[config.mk]
export PLATFORM = sky130hd
export DESIGN_NAME = ttc_core
export DESIGN_NICKNAME = d
export VERILOG_FILES = /design/src/inc/ttc_pkg.sv /design/src/logic/ttc_core.sv
export SDC_FILE = /design/constraint.sdc
export NUM_CORES = 1
export LEC_CHECK = 0
export ABC_AREA = 0
export ABC_CLOCK_PERIOD_IN_PS = 6610
export BUFFER_PORTS_ARGS = -buffer_cell sky130_fd_sc_hd__buf_2
export CORE_MARGIN = 2
export CORE_UTILIZATION = 45
export CTS_BUF_LIST = sky130_fd_sc_hd__clkbuf_4
export CTS_CLUSTER_DIAMETER = 30
export DETAILED_ROUTE_END_ITERATION = 6
export HOLD_SLACK_MARGIN = 0.08
export PLACE_DENSITY_LB_ADDON = 0.05
export SYNTH_ARGS = -nofsm -noshare
export SYNTH_HDL_FRONTEND = slang
export SYNTH_SLANG_ARGS = --single-unit
[constraint.sdc]
create_clock -name clock -period 6.61 [get_ports clock]
set_clock_uncertainty 0.1 [all_clocks]
set_input_delay 0.661 -clock clock [delete_from_list [all_inputs] [get_ports clock]]
set_output_delay 0.661 -clock clock [all_outputs]
set_load 0.03 [all_outputs]
[src/inc/ttc_pkg.sv]
/*
 * Package for the triple timer/counter core: register offsets, field
 * positions, reset values and timing counts.
 * Assumes a single 125 MHz clock standing in for the oscillator.
 */
`default_nettype none
package ttc_pkg;
    // ========================================================
    // Register word indices, address bits [9:2] (printed offsets are not all word aligned)
    localparam logic [7:0] TTC_IDX_CONTROL = 8'h88;
    localparam logic [7:0] TTC_IDX_MODE = 8'h89;
    localparam logic [7:0] TTC_IDX_T0_LOW = 8'h8A;
    localparam logic [7:0] TTC_IDX_T1_LOW = 8'h8B;
    localparam logic [7:0] TTC_IDX_T0_HIGH = 8'h8C;
    localparam logic [7:0] TTC_IDX_T1_HIGH = 8'h8D;
    localparam logic [7:0] TTC_IDX_T2_CAP_LOW = 8'hCA;
    localparam logic [7:0] TTC_IDX_T2_CAP_HIGH = 8'hCB;
    localparam logic [7:0] TTC_IDX_T2_LOW = 8'hCC;
    localparam logic [7:0] TTC_IDX_T2_HIGH = 8'hCD;
    localparam logic [7:0] TTC_IDX_T2_CTRL = 8'hC8;
    localparam logic [7:0] TTC_IDX_IRQ_STATUS = 8'hF0;
    localparam logic [7:0] TTC_IDX_IRQ_ENABLE = 8'hF1;
    localparam logic [7:0] TTC_IDX_IRQ_CLEAR = 8'hF2;
    localparam logic [7:0] TTC_IDX_SERVICE = 8'hF3;
    localparam int TTC_ADDR_W = 10;
    // ========================================================
    // Control register fields
    localparam int TTC_CTL_TF1 = 7;
    localparam int TTC_CTL_TR1 = 6;
    localparam int TTC_CTL_TF0 = 5;
    localparam int TTC_CTL_TR0 = 4;
    localparam int TTC_CTL_IE1 = 3;
    localparam int TTC_CTL_IT1 = 2;
    localparam int TTC_CTL_IE0 = 1;
    localparam int TTC_CTL_IT0 = 0;
    localparam logic [7:0] TTC_CTL_RESET = 8'h00;
    localparam logic [7:0] TTC_CTL_SW_MASK = 8'h55;
    // Mode register: per timer {gate, counter_select, mode[1:0]}, timer 1 high
    localparam int TTC_MOD_GATE = 3;
    localparam int TTC_MOD_CSEL = 2;
    localparam logic [7:0] TTC_MOD_RESET = 8'h00;
    // Timer 2 control: bit 0 run, bit 1 counter select, bit 2 reload on overflow
    localparam int TTC_T2_RUN = 0;
    localparam int TTC_T2_CSEL = 1;
    localparam int TTC_T2_RELOAD = 2;
    localparam int TTC_T2_FLAG = 7;
    // Interrupt status layout: bit 0 t0 ovf, 1 t1 ovf, 2 t2 ovf, 3 ext0, 4 ext1
    localparam int TTC_IRQ_N = 5;
    // Mode encodings
    localparam logic [1:0] TTC_MODE_13 = 2'h0;
    localparam logic [1:0] TTC_MODE_16 = 2'h1;
    localparam logic [1:0] TTC_MODE_RELOAD = 2'h2;
    localparam logic [1:0] TTC_MODE_SPLIT = 2'h3;
    // ========================================================
    // Timing
    localparam int TTC_CLK_MHZ = 125;
    localparam int TTC_TICK_OSC_PERIODS = 12;
    localparam logic [3:0] TTC_TICK_LAST = 4'(TTC_TICK_OSC_PERIODS - 1);
    localparam logic [1:0] TTC_AXI_OKAY = 2'h0;
    localparam logic [1:0] TTC_AXI_SLVERR = 2'h2;

    typedef struct packed {
        logic gate;
        logic csel;
        logic [1:0] mode;
    } ttc_mode_s;
endpackage : ttc_pkg
`default_nettype wire

[src/logic/ttc_core.sv]
/*
 * Triple 16-bit timer/counter core with AXI4-Lite register access.
 * Assumes clock is the oscillator; count and interrupt pins are
 * synchronous to it; a service pulse register stands in for the core's
 * interrupt acknowledge.
 */
// Chosen here: the AXI4-Lite interface to the registers.
`default_nettype none
module ttc_core
    import ttc_pkg::*;
(
    input wire logic clock, // Oscillator clock
    input wire logic rst_n, // Synchronous reset, active low
    input wire logic [TTC_ADDR_W-1:0] s_axi_awaddr, // Write address
    input wire logic s_axi_awvalid, // Write address valid
    output logic s_axi_awready, // Write address ready
    input wire logic [31:0] s_axi_wdata, // Write data
    input wire logic [3:0] s_axi_wstrb, // Write strobes
    input wire logic s_axi_wvalid, // Write data valid
    output logic s_axi_wready, // Write data ready
    output logic [1:0] s_axi_bresp, // Write response
    output logic s_axi_bvalid, // Write response valid
    input wire logic s_axi_bready, // Write response ready
    input wire logic [TTC_ADDR_W-1:0] s_axi_araddr, // Read address
    input wire logic s_axi_arvalid, // Read address valid
    output logic s_axi_arready, // Read address ready
    output logic [31:0] s_axi_rdata, // Read data
    output logic [1:0] s_axi_rresp, // Read response
    output logic s_axi_rvalid, // Read data valid
    input wire logic s_axi_rready, // Read response ready
    input wire logic count_pin_zero, // Event input, timer 0
    input wire logic count_pin_one, // Event input, timer 1
    input wire logic count_pin_two, // Event input, timer 2
    input wire logic ext_irq_pin_zero, // External interrupt 0 and gate 0
    input wire logic ext_irq_pin_one, // External interrupt 1 and gate 1
    output logic irq // Level interrupt
);
    // ========================================================
    // Registers
    logic [7:0] timer_control;
    logic [7:0] timer_mode_config;
    logic [7:0] timer2_control;
    logic [7:0] cnt_low [3];
    logic [7:0] cnt_high [3];
    logic [7:0] timer2_capture_low;
    logic [7:0] timer2_capture_high;
    logic [TTC_IRQ_N-1:0] irq_status;
    logic [TTC_IRQ_N-1:0] irq_enable;
    ttc_mode_s mode0;
    ttc_mode_s mode1;
    assign mode0 = timer_mode_config[3:0];
    assign mode1 = timer_mode_config[7:4];

    // ========================================================
    // Tick divider, free running from the oscillator
    logic [3:0] tick_cnt;
    logic tick;
    always_ff @(posedge clock) begin
        if (!rst_n || tick_cnt == TTC_TICK_LAST) begin
            tick_cnt <= 4'h0;
        end else begin
            tick_cnt <= tick_cnt + 4'h1;
        end
    end
    assign tick = (tick_cnt == TTC_TICK_LAST);

    // ========================================================
    // Pin sampling: falling edge seen across two ticks, counted two ticks after the second
    logic [2:0] pins;
    logic [2:0] samp_prev;
    logic [2:0] samp_cur;
    logic [2:0] edge_pend;
    assign pins = {count_pin_two, count_pin_one, count_pin_zero};
    always_ff @(posedge clock) begin
        if (!rst_n) begin
            samp_prev <= 3'h0;
            samp_cur <= 3'h0;
            edge_pend <= 3'h0;
        end else if (tick) begin
            samp_cur <= pins;
            samp_prev <= samp_cur;
            edge_pend <= samp_prev & ~samp_cur;
        end
    end

    // ========================================================
    // Enables: event pulse per timer, gated by run and, for timers 0 and 1, gate
    logic [2:0] inc;
    logic th0_inc;
    logic run0;
    logic run1;
    logic run2;
    assign run0 = timer_control[TTC_CTL_TR0]
        && (!mode0.gate || ext_irq_pin_zero);
    assign run1 = timer_control[TTC_CTL_TR1]
        && (!mode1.gate || ext_irq_pin_one);
    assign run2 = timer2_control[TTC_T2_RUN];
    // Counter select chooses pin edge over internal tick
    assign inc[0] = run0 && tick && (mode0.csel ? edge_pend[0] : 1'b1);
    assign inc[1] = run1 && tick && (mode1.csel ? edge_pend[1] : 1'b1)
        && mode1.mode != TTC_MODE_SPLIT && mode0.mode != TTC_MODE_SPLIT;
    assign inc[2] = run2 && tick
        && (timer2_control[TTC_T2_CSEL] ? edge_pend[2] : 1'b1);
    // Split mode: high byte of timer 0 is a plain timer on timer 1's run bit
    assign th0_inc = tick && timer_control[TTC_CTL_TR1] && mode0.mode == TTC_MODE_SPLIT;

    // ========================================================
    // Count arithmetic for timers 0 and 1 by mode
    logic [7:0] next_low [3];
    logic [7:0] next_high [3];
    logic [2:0] ovf;
    logic th0_ovf;
    always_comb begin
        ttc_mode_s m;
        m = mode0;
        th0_ovf = 1'b0;
        for (int i = 0; i < 3; i++) begin
            next_low[i] = cnt_low[i];
            next_high[i] = cnt_high[i];
            ovf[i] = 1'b0;
        end
        for (int i = 0; i < 2; i++) begin
            m = (i == 0) ? mode0 : mode1;
            if (inc[i]) begin
                case (m.mode)
                    TTC_MODE_13: begin
                        next_low[i] = {cnt_low[i][7:5], cnt_low[i][4:0] + 5'h01};
                        if (cnt_low[i][4:0] == 5'h1F) begin
                            next_high[i] = cnt_high[i] + 8'h01;
                            ovf[i] = (cnt_high[i] == 8'hFF);
                        end
                    end
                    TTC_MODE_16: begin
                        {next_high[i], next_low[i]} = {cnt_high[i], cnt_low[i]} + 16'h0001;
                        ovf[i] = ({cnt_high[i], cnt_low[i]} == 16'hFFFF);
                    end
                    TTC_MODE_RELOAD: begin
                        if (cnt_low[i] == 8'hFF) begin
                            next_low[i] = cnt_high[i];
                            ovf[i] = 1'b1;
                        end else begin
                            next_low[i] = cnt_low[i] + 8'h01;
                        end
                    end
                    default: begin
                        // Split: low byte of timer 0 counts alone
                        next_low[i] = cnt_low[i] + 8'h01;
                        ovf[i] = (cnt_low[i] == 8'hFF) && (i == 0);
                    end
                endcase
            end
        end
        if (th0_inc) begin
            next_high[0] = cnt_high[0] + 8'h01;
            th0_ovf = (cnt_high[0] == 8'hFF);
        end
        if (inc[2]) begin
            {next_high[2], next_low[2]} = {cnt_high[2], cnt_low[2]} + 16'h0001;
            ovf[2] = ({cnt_high[2], cnt_low[2]} == 16'hFFFF);
            if (ovf[2] && timer2_control[TTC_T2_RELOAD]) begin
                next_high[2] = timer2_capture_high;
                next_low[2] = timer2_capture_low;
            end
        end
    end

    // ========================================================
    // AXI4-Lite write channel
    logic aw_held;
    logic w_held;
    logic [TTC_ADDR_W-1:0] aw_addr;
    logic [7:0] w_byte;
    logic w_lane;
    logic wr_go;
    logic [7:0] wr_idx;
    assign s_axi_awready = !aw_held && !s_axi_bvalid;
    assign s_axi_wready = !w_held && !s_axi_bvalid;
    assign wr_go = aw_held && w_held;
    assign wr_idx = aw_addr[9:2];
    always_ff @(posedge clock) begin
        if (!rst_n) begin
            aw_held <= 1'b0;
            w_held <= 1'b0;
            aw_addr <= '0;
            w_byte <= 8'h00;
            w_lane <= 1'b0;
            s_axi_bvalid <= 1'b0;
            s_axi_bresp <= TTC_AXI_OKAY;
        end else begin
            if (s_axi_awvalid && s_axi_awready) begin
                aw_held <= 1'b1;
                aw_addr <= s_axi_awaddr;
            end
            if (s_axi_wvalid && s_axi_wready) begin
                w_held <= 1'b1;
                w_byte <= s_axi_wdata[7:0];
                w_lane <= s_axi_wstrb[0];
            end
            if (wr_go) begin
                aw_held <= 1'b0;
                w_held <= 1'b0;
                s_axi_bvalid <= 1'b1;
                s_axi_bresp <= wr_map(wr_idx) ? TTC_AXI_OKAY : TTC_AXI_SLVERR;
            end else if (s_axi_bvalid && s_axi_bready) begin
                s_axi_bvalid <= 1'b0;
            end
        end
    end

    function automatic logic wr_map(input logic [7:0] idx);
        case (idx)
            TTC_IDX_CONTROL, TTC_IDX_MODE, TTC_IDX_T0_LOW, TTC_IDX_T1_LOW,
            TTC_IDX_T0_HIGH, TTC_IDX_T1_HIGH, TTC_IDX_T2_CAP_LOW,
            TTC_IDX_T2_CAP_HIGH, TTC_IDX_T2_LOW, TTC_IDX_T2_HIGH,
            TTC_IDX_T2_CTRL, TTC_IDX_IRQ_STATUS, TTC_IDX_IRQ_ENABLE,
            TTC_IDX_IRQ_CLEAR, TTC_IDX_SERVICE: wr_map = 1'b1;
            default: wr_map = 1'b0;
        endcase
    endfunction : wr_map

    logic we;
    assign we = wr_go && w_lane;

    // ========================================================
    // Counter bytes: software write beats counting on that byte only
    always_ff @(posedge clock) begin
        if (!rst_n) begin
            for (int i = 0; i < 3; i++) begin
                cnt_low[i] <= 8'h00;
                cnt_high[i] <= 8'h00;
            end
        end else begin
            for (int i = 0; i < 3; i++) begin
                cnt_low[i] <= next_low[i];
                cnt_high[i] <= next_high[i];
            end
            if (we) begin
                case (wr_idx)
                    TTC_IDX_T0_LOW: cnt_low[0] <= w_byte;
                    TTC_IDX_T0_HIGH: cnt_high[0] <= w_byte;
                    TTC_IDX_T1_LOW: cnt_low[1] <= w_byte;
                    TTC_IDX_T1_HIGH: cnt_high[1] <= w_byte;
                    TTC_IDX_T2_LOW: cnt_low[2] <= w_byte;
                    TTC_IDX_T2_HIGH: cnt_high[2] <= w_byte;
                    default: ;
                endcase
            end
        end
    end

    // ========================================================
    // Configuration and capture registers
    always_ff @(posedge clock) begin
        if (!rst_n) begin
            timer_mode_config <= TTC_MOD_RESET;
            timer2_capture_low <= 8'h00;
            timer2_capture_high <= 8'h00;
            irq_enable <= '0;
        end else if (we) begin
            case (wr_idx)
                TTC_IDX_MODE: timer_mode_config <= w_byte;
                TTC_IDX_T2_CAP_LOW: timer2_capture_low <= w_byte;
                TTC_IDX_T2_CAP_HIGH: timer2_capture_high <= w_byte;
                TTC_IDX_IRQ_ENABLE: irq_enable <= w_byte[TTC_IRQ_N-1:0];
                default: ;
            endcase
        end
    end

    // ========================================================
    // External interrupt detection
    logic [1:0] ext_prev;
    logic [1:0] ext_event;
    logic [1:0] ext_pins;
    assign ext_pins = {ext_irq_pin_one, ext_irq_pin_zero};
    always_ff @(posedge clock) begin
        if (!rst_n) begin
            ext_prev <= 2'h3;
        end else begin
            ext_prev <= ext_pins;
        end
    end
    assign ext_event[0] = timer_control[TTC_CTL_IT0] ? (ext_prev[0] && !ext_pins[0])
        : !ext_pins[0];
    assign ext_event[1] = timer_control[TTC_CTL_IT1] ? (ext_prev[1] && !ext_pins[1])
        : !ext_pins[1];

    // ========================================================
    // Control register: flags set by hardware win over service clears
    logic svc_we;
    logic [7:0] svc;
    assign svc_we = we && wr_idx == TTC_IDX_SERVICE;
    assign svc = svc_we ? w_byte : 8'h00;
    logic t1_flag_set;
    assign t1_flag_set = ovf[1] || th0_ovf;
    always_ff @(posedge clock) begin
        if (!rst_n) begin
            timer_control <= TTC_CTL_RESET;
        end else begin
            if (we && wr_idx == TTC_IDX_CONTROL) begin
                // Only run and trigger bits are writable
                timer_control[TTC_CTL_TR1] <= w_byte[TTC_CTL_TR1];
                timer_control[TTC_CTL_TR0] <= w_byte[TTC_CTL_TR0];
                timer_control[TTC_CTL_IT1] <= w_byte[TTC_CTL_IT1];
                timer_control[TTC_CTL_IT0] <= w_byte[TTC_CTL_IT0];
            end
            // Service write bit positions match the flag positions
            timer_control[TTC_CTL_TF1] <= t1_flag_set
                || (timer_control[TTC_CTL_TF1] && !svc[TTC_CTL_TF1]);
            timer_control[TTC_CTL_TF0] <= ovf[0]
                || (timer_control[TTC_CTL_TF0] && !svc[TTC_CTL_TF0]);
            timer_control[TTC_CTL_IE1] <= ext_event[1]
                || (timer_control[TTC_CTL_IE1] && !svc[TTC_CTL_IE1]);
            timer_control[TTC_CTL_IE0] <= ext_event[0]
                || (timer_control[TTC_CTL_IE0] && !svc[TTC_CTL_IE0]);
        end
    end

    always_ff @(posedge clock) begin
        if (!rst_n) begin
            timer2_control <= 8'h00;
        end else begin
            if (we && wr_idx == TTC_IDX_T2_CTRL) begin
                timer2_control[2:0] <= w_byte[2:0];
            end
            timer2_control[TTC_T2_FLAG] <= ovf[2]
                || (timer2_control[TTC_T2_FLAG] && !svc[TTC_T2_FLAG]);
        end
    end

    // ========================================================
    // Sticky interrupt status, clear register, enable, level output
    logic [TTC_IRQ_N-1:0] irq_set;
    logic [TTC_IRQ_N-1:0] irq_clr;
    assign irq_set = {ext_event[1], ext_event[0], ovf[2], t1_flag_set, ovf[0]};
    assign irq_clr = (we && wr_idx == TTC_IDX_IRQ_CLEAR) ? w_byte[TTC_IRQ_N-1:0] : '0;
    always_ff @(posedge clock) begin
        if (!rst_n) begin
            irq_status <= '0;
            irq <= 1'b0;
        end else begin
            irq_status <= irq_set | (irq_status & ~irq_clr);
            irq <= |(irq_status & irq_enable);
        end
    end

    // ========================================================
    // AXI4-Lite read channel
    logic [7:0] rd_val;
    logic rd_ok;
    always_comb begin
        rd_ok = 1'b1;
        case (s_axi_araddr[9:2])
            TTC_IDX_CONTROL: rd_val = timer_control;
            TTC_IDX_MODE: rd_val = timer_mode_config;
            TTC_IDX_T0_LOW: rd_val = cnt_low[0];
            TTC_IDX_T1_LOW: rd_val = cnt_low[1];
            TTC_IDX_T0_HIGH: rd_val = cnt_high[0];
            TTC_IDX_T1_HIGH: rd_val = cnt_high[1];
            TTC_IDX_T2_CAP_LOW: rd_val = timer2_capture_low;
            TTC_IDX_T2_CAP_HIGH: rd_val = timer2_capture_high;
            TTC_IDX_T2_LOW: rd_val = cnt_low[2];
            TTC_IDX_T2_HIGH: rd_val = cnt_high[2];
            TTC_IDX_T2_CTRL: rd_val = timer2_control;
            TTC_IDX_IRQ_STATUS: rd_val = {3'h0, irq_status};
            TTC_IDX_IRQ_ENABLE: rd_val = {3'h0, irq_enable};
            TTC_IDX_IRQ_CLEAR, TTC_IDX_SERVICE: rd_val = 8'h00;
            default: begin
                rd_val = 8'h00;
                rd_ok = 1'b0;
            end
        endcase
    end
    assign s_axi_arready = !s_axi_rvalid;
    always_ff @(posedge clock) begin
        if (!rst_n) begin
            s_axi_rvalid <= 1'b0;
            s_axi_rdata <= 32'h0000_0000;
            s_axi_rresp <= TTC_AXI_OKAY;
        end else if (s_axi_arvalid && s_axi_arready) begin
            s_axi_rvalid <= 1'b1;
            s_axi_rdata <= {24'h000000, rd_val};
            s_axi_rresp <= rd_ok ? TTC_AXI_OKAY : TTC_AXI_SLVERR;
        end else if (s_axi_rready) begin
            s_axi_rvalid <= 1'b0;
        end
    end
endmodule : ttc_core
`default_nettype wire

Yosys cells after proc, flatten, opt, wreduce, memory -nomap -nowiden

Memories as Yosys holds them, arrays and structs flattened.
Cells that the tools add are included.

Word-level logic and storage cells: 252
Input port bits: 68
Memory bits (writable): 48
Output and inout port bits: 42
Register bits: 97
Memories kept: 2

Memory list:

| memory   | depth | bits a word | rd ports | clocked after Yosys merged registers in | write ports | line           | source |
|---|---|---|---|---|---|---|---|
| cnt_high | 3     | 8           | 3        | 0                                       | 3           | ttc_core.sv:44 | `logic [7:0] cnt_high [3];` |
| cnt_low  | 3     | 8           | 3        | 0                                       | 3           | ttc_core.sv:43 | `logic [7:0] cnt_low [3];` |

Add/sub/neg operators: 10
Bitwise logic cells: 19
Muxes and demuxes: 83
Eq/ne operators: 47
Reduce and logical (&&, ||, !) cells: 66

Operators by type and width:

| cell                                                            | number |
|---|---|
| 8-bit == test, second input constant                            | 34 |
| 8-bit two-way mux                                               | 26 |
| 8-bit one-hot mux with 13 select lines                          | 1 |
| 16-bit by 1-bit adder with 16-bit output, second input constant | 3 |
| 16-bit == test, second input constant                           | 3 |
| 8-bit one-hot mux with 3 select lines                           | 2 |
| 1-bit two-way mux                                               | 47 |
| 8-bit by 1-bit adder with 8-bit output, second input constant   | 4 |
| 1-bit logical AND                                               | 32 |
| 8-bit one-hot mux with 2 select lines                           | 2 |
| 15-bit OR reduction                                             | 2 |
| 1-bit logical NOT                                               | 13 |
| 1-bit bitwise OR                                                | 12 |
| 5-bit by 1-bit adder with 5-bit output, second input constant   | 2 |
| 5-bit bitwise AND                                               | 2 |
| 5-bit == test, second input constant                            | 2 |
| 1-bit logical OR                                                | 9 |
| 2-bit AND reduction                                             | 4 |
| 2-bit == test, second input constant                            | 3 |
| 1-bit one-hot mux with 3 select lines                           | 2 |
| 5-bit two-way mux                                               | 1 |
| 5-bit NOT                                                       | 1 |
| 5-bit bitwise OR                                                | 1 |
| 5-bit OR reduction                                              | 1 |
| other kinds (11)                                                | 16 |

Longest topological paths before layout

Word-level depth: 10
Gate-level depth with buffers: 9
Depth with buffers taken out: 9

Worst setup path before layout

OpenSTA, ideal clock, no wires.

Path type: register to register
From: reg tick_cnt[0] (netlist name)
To: mem cnt_high[1][2], in the netlist cnt_high[0][10], enable pin
Cell stages (with the launch flop): 7
Setup slack: 3.655 ns
Library setup time: 0.404 ns
Clock period less this slack: 2.955 ns
Buffers on the path: 1
Required time: 6.106 ns
Arrival time: 2.451 ns
Cell sequence: dfxtp_1 ha_1 and3b_1 clkbuf_1 nand2_1 or3_1 o311ai_0

RTL lines:

| item          | line |
|---|---|
| end, declared | ttc_core.sv:44 |

Worst setup path after layout

From: reg tick_cnt[0]
To: reg irq_status[0]

Cells in the longest elaborated chain, start to end: 5

Ends and longest elaborated chain:

| item                            | line            | source |
|---|---|---|
| start, declared                 | ttc_core.sv:56  | `logic [3:0] tick_cnt;` |
| start signal, assigned          | ttc_core.sv:62  | `tick_cnt <= tick_cnt + 4'h1;` |
| 4-bit == test                   | ttc_core.sv:65  | `assign tick = (tick_cnt == TTC_TICK_LAST);` |
| 1-bit logical AND (2 in series) | ttc_core.sv:99  | `assign inc[0] = run0 && tick && (mode0.csel ? edge_pend[0] : 1'b1);` |
| 1-bit two-way mux               | ttc_core.sv:124 | `if (inc[i]) begin` |
| 5-bit bitwise OR                | ttc_core.sv:342 | `irq_status <= irq_set \| (irq_status & ~irq_clr);` |
| end signal, assigned            | ttc_core.sv:342 |  |
| end, declared                   | ttc_core.sv:47  | `logic [TTC_IRQ_N-1:0] irq_status;` |

Every way passes these cells.
A chain may end at the register's enable or synchronous reset.

==> results by group <==
Run status
  – Status: finished clean

Setup path
  – Worst Path Class, Setup: reg -> reg
  – Worst Setup End Kind: register
  – Critical Path Start Type: register
  – CP required: just over 7 ns
  – Crit path DAT: 3.37 ns
  – Worst R2R Path Depth: 5
  – CP Max Fanout: 14

Global route
  – Total GRT Usage: 0.260
  – First-pass GRT wire length: 39.4 mm
  – Vias in the first global route: slightly below 7k
  – Total gr overflow: 0
  – Initial antenna violation count: 1
  – Largest net degree at the start of global routing: 48

Finish
  – Layout Area Growth over Synthesis: 6.18%
  – Share of cells above drive strength 1: 0.113
  – Nets: 1060
  – Fin util: 0.489

Drt
  – Drt first pass iters: 5
  – WL met3: roughly 1.9 mm
  – Highest Signal Layer: met4
  – Post-route ant nets: 0
  – Vias: 7382
  – DRC: 0
  – Initial drt markers: 648
  – Final Routed Wirelength: between 20 and 30 mm
  – Via-per-instance ratio: 6.01
  – Avg WL per Cell: 20.6 um
  – Met2 WL: approximately 11 mm
  – M1 WL: 11.4 mm

Power
  – Leakage Power: 3.20 nW
  – Clock network fraction of design power: 0.327
  – Switch share: 0.322
  – Pint: 1.20 mW
  – Pwr dens: ~200 nW/um^2
  – NetSw: 0.570 mW
  – Seq pwr share: 0.565
  – Peak supply drop: about 110 uV
  – Combinational share of power: 0.108

Timing
  – Final setup TNS: 0 ns
  – Hold_ws: about 0.14 ns
  – Final setup viols: 0
  – Final period utilization: 0.443
  – Worst-Margin Slew: 1.14 ns
  – Slew margin rel.: 0.234
  – Fin. max-slew vios: 0
  – Final hold violation count: 0
  – Max Clock Freq: roughly 0.34 GHz
  – Minimum clock period: between 2 and 3 ns
  – Unrepaired setup endpoints after global routing: no

Floorplanning
  – Row count: 49
  – Initial Util: 0.461
  – Die height: 140 um
  – Die Area: 19500 sq um
  – Core area: 18000 sq um
  – Ports: 110
  – Die Wd: 140 um

Clock tree
  – Postcts setup bufs: 0
  – CTS max path bufs: 2
  – Reg clk slew, reported paths: 0.15 ns
  – Clock Latency Late Sink: 0.59 ns
  – PostCTS Resize Cnt: 0
  – H-tree levels: 4
  – Hold-fix buffers, CTS: 0
  – Total CTS buffers: 17
  – Sink Count: between 100 and 150
  – CTS tree: done
  – Root Driver: clkbuf_4

Yosys
  – Most frequent cell after synthesis: nand2_1
  – Avg Inst Size Synth: 8.63 sq um
  – Ys flop type: dfxtp_1
  – Cell type with the largest total area after synthesis: dfxtp_1
  – Async S/R FF share, synth: 0
  – Gate Count Post-Synth: 962
  – Seq cells post-synth: between 100 and 150
  – Post-synth top cells: nand2_1, dfxtp_1, a21oi_1, nor2_1, mux2i_1
  – Area share of the largest cell type after synthesis: 0.224
  – Main area contributors after synthesis: dfxtp_1, edfxtp_1, mux2i_1
  – Yosys cell types: 74
  – Synth Cell Area: about 8300 sq um
  – Post-synth EDFFs: 48
  – Sequential share of the synthesized area: 0.398
  – Synth warn: 0

Min path
  – Hold-critical path depth: 2
  – Hold Path Class: in -> reg

Placement
  – Post-detail-place hpwl: 17.9 mm
  – Final GP Congestion: 0.912
  – Buffers on Ports: 52

Flow run
  – Max-cap viol count: 0
==> layer usage <==
| metal | track usage | vias up |
|---|---|---|
| li1 | - | 3498 |
| met1 | 0.374 | 3503 |
| met2 | 0.397 | 344 |
| met3 | 0.0530 | 37 |
| met4 | 0.0753 | 0 |
| met5 | 0 | - |
==> power by group through the flow <==
stage                     Clock [mW]  Sequential, mW  Combinational (mW)
after floorplan                    0           0.982               0.164
after global placement             0            1.02               0.190
after CTS                      0.595           0.999               0.191
after global routing           0.631            1.00               0.213
final                          0.578            1.00               0.192
after detailed placement           0            1.02               0.191
==> final timing paths <==
check | from | to | slack, ns
setup reg to reg | tick_cnt[0] | irq_status[0] | 3.68
hold / removal | s_axi_rready | s_axi_rvalid | 0.14
setup / recovery | tick_cnt[0] | irq_status[0] | 3.68
hold reg to reg | samp_prev[2] | samp_prev[2] | 0.37
==> cell families after synthesis <==
group	Yosys count	synth area share
AND/OR/NAND/NOR	382	0.232
AO/OA/AOI/OAI	227	0.173
flip-flops	141	0.398
buffers and inverters	99	0.0636
multiplexers	69	0.0844
XOR/XNOR	35	0.0369
adder cells (fa/ha/maj)	8	0.0121
other	1	0.000452
==> cell type report <==
cell class / count / area [sq um]
fill: 1842 / 9210
multi-input combinational: 747 / 4560
sequential: 141 / 3300
timing repair buffer: 58 / 305
tap: 229 / 287
clock inverter: 15 / 151
clock buffer: 17 / 128
inverter: 19 / 71.3
antenna: 2 / 5.00
==> cells in the final DEF, fill, tap and decap left out, drive strengths merged, types with 5 or more instances in the layout <==
cell      n
o31ai    10
nor3b     8
inv      28
clkbuf   17
nor2b    10
xnor2    18
conb     26
a31oi     5
or3       6
nor2     68
nor4      7
o21a     11
a221oi    9
and2      5
mux2i    61
and3b     5
nor3     20
and3     12
a21oi    70
edfxtp   48
mux2      8
and4      6
nand3    44
ha        8
nand2   146
nand3b    7
a21boi    8
clkinv    5
o21ai    60
buf      58
dfxtp    93
a22oi     7
nand4    16
o211ai    5
xor2     17
nand2b   12
==> metrics by stage <==
stage | instances | setup WS [ns] | cell area, sq um | power [mW]
6_report | 1228 | 3.68 | 8810 | 1.77
5_1_grt | 1228 | 3.45 | 8810 | 1.85
2_1_floorplan | 987 | 3.66 | 8390 | 1.15
4_1_cts | 1226 | 3.69 | 8810 | 1.79
3_3_place_gp | 1194 | 3.42 | 8530 | 1.21
3_5_place_dp | 1194 | 3.45 | 8530 | 1.21
==> flip-flops by register name, indices dropped and copies added (netlist names), 2 cells and up <==
name / cells
irq_enable: 5
aw_addr: 8
timer2_capture_high: 8
tick_cnt: 4
samp_prev: 3
cnt_low: 24
cnt_high: 24
irq_status: 5
timer_mode_config: 8
ext_prev: 2
w_byte: 8
timer2_control: 4
timer_control: 8
edge_pend: 3
samp_cur: 3
timer2_capture_low: 8
s_axi_rdata: 8
==> critical path: stages, from the launching register on <==
cell	delay, ns
dfxtp_1	0.39
ha_1	0.24
and3b_1	0.58
o2111ai_1	0.39
o41ai_1	0.96
a31o_2	0.20
(Power assumes the default switching activity.)
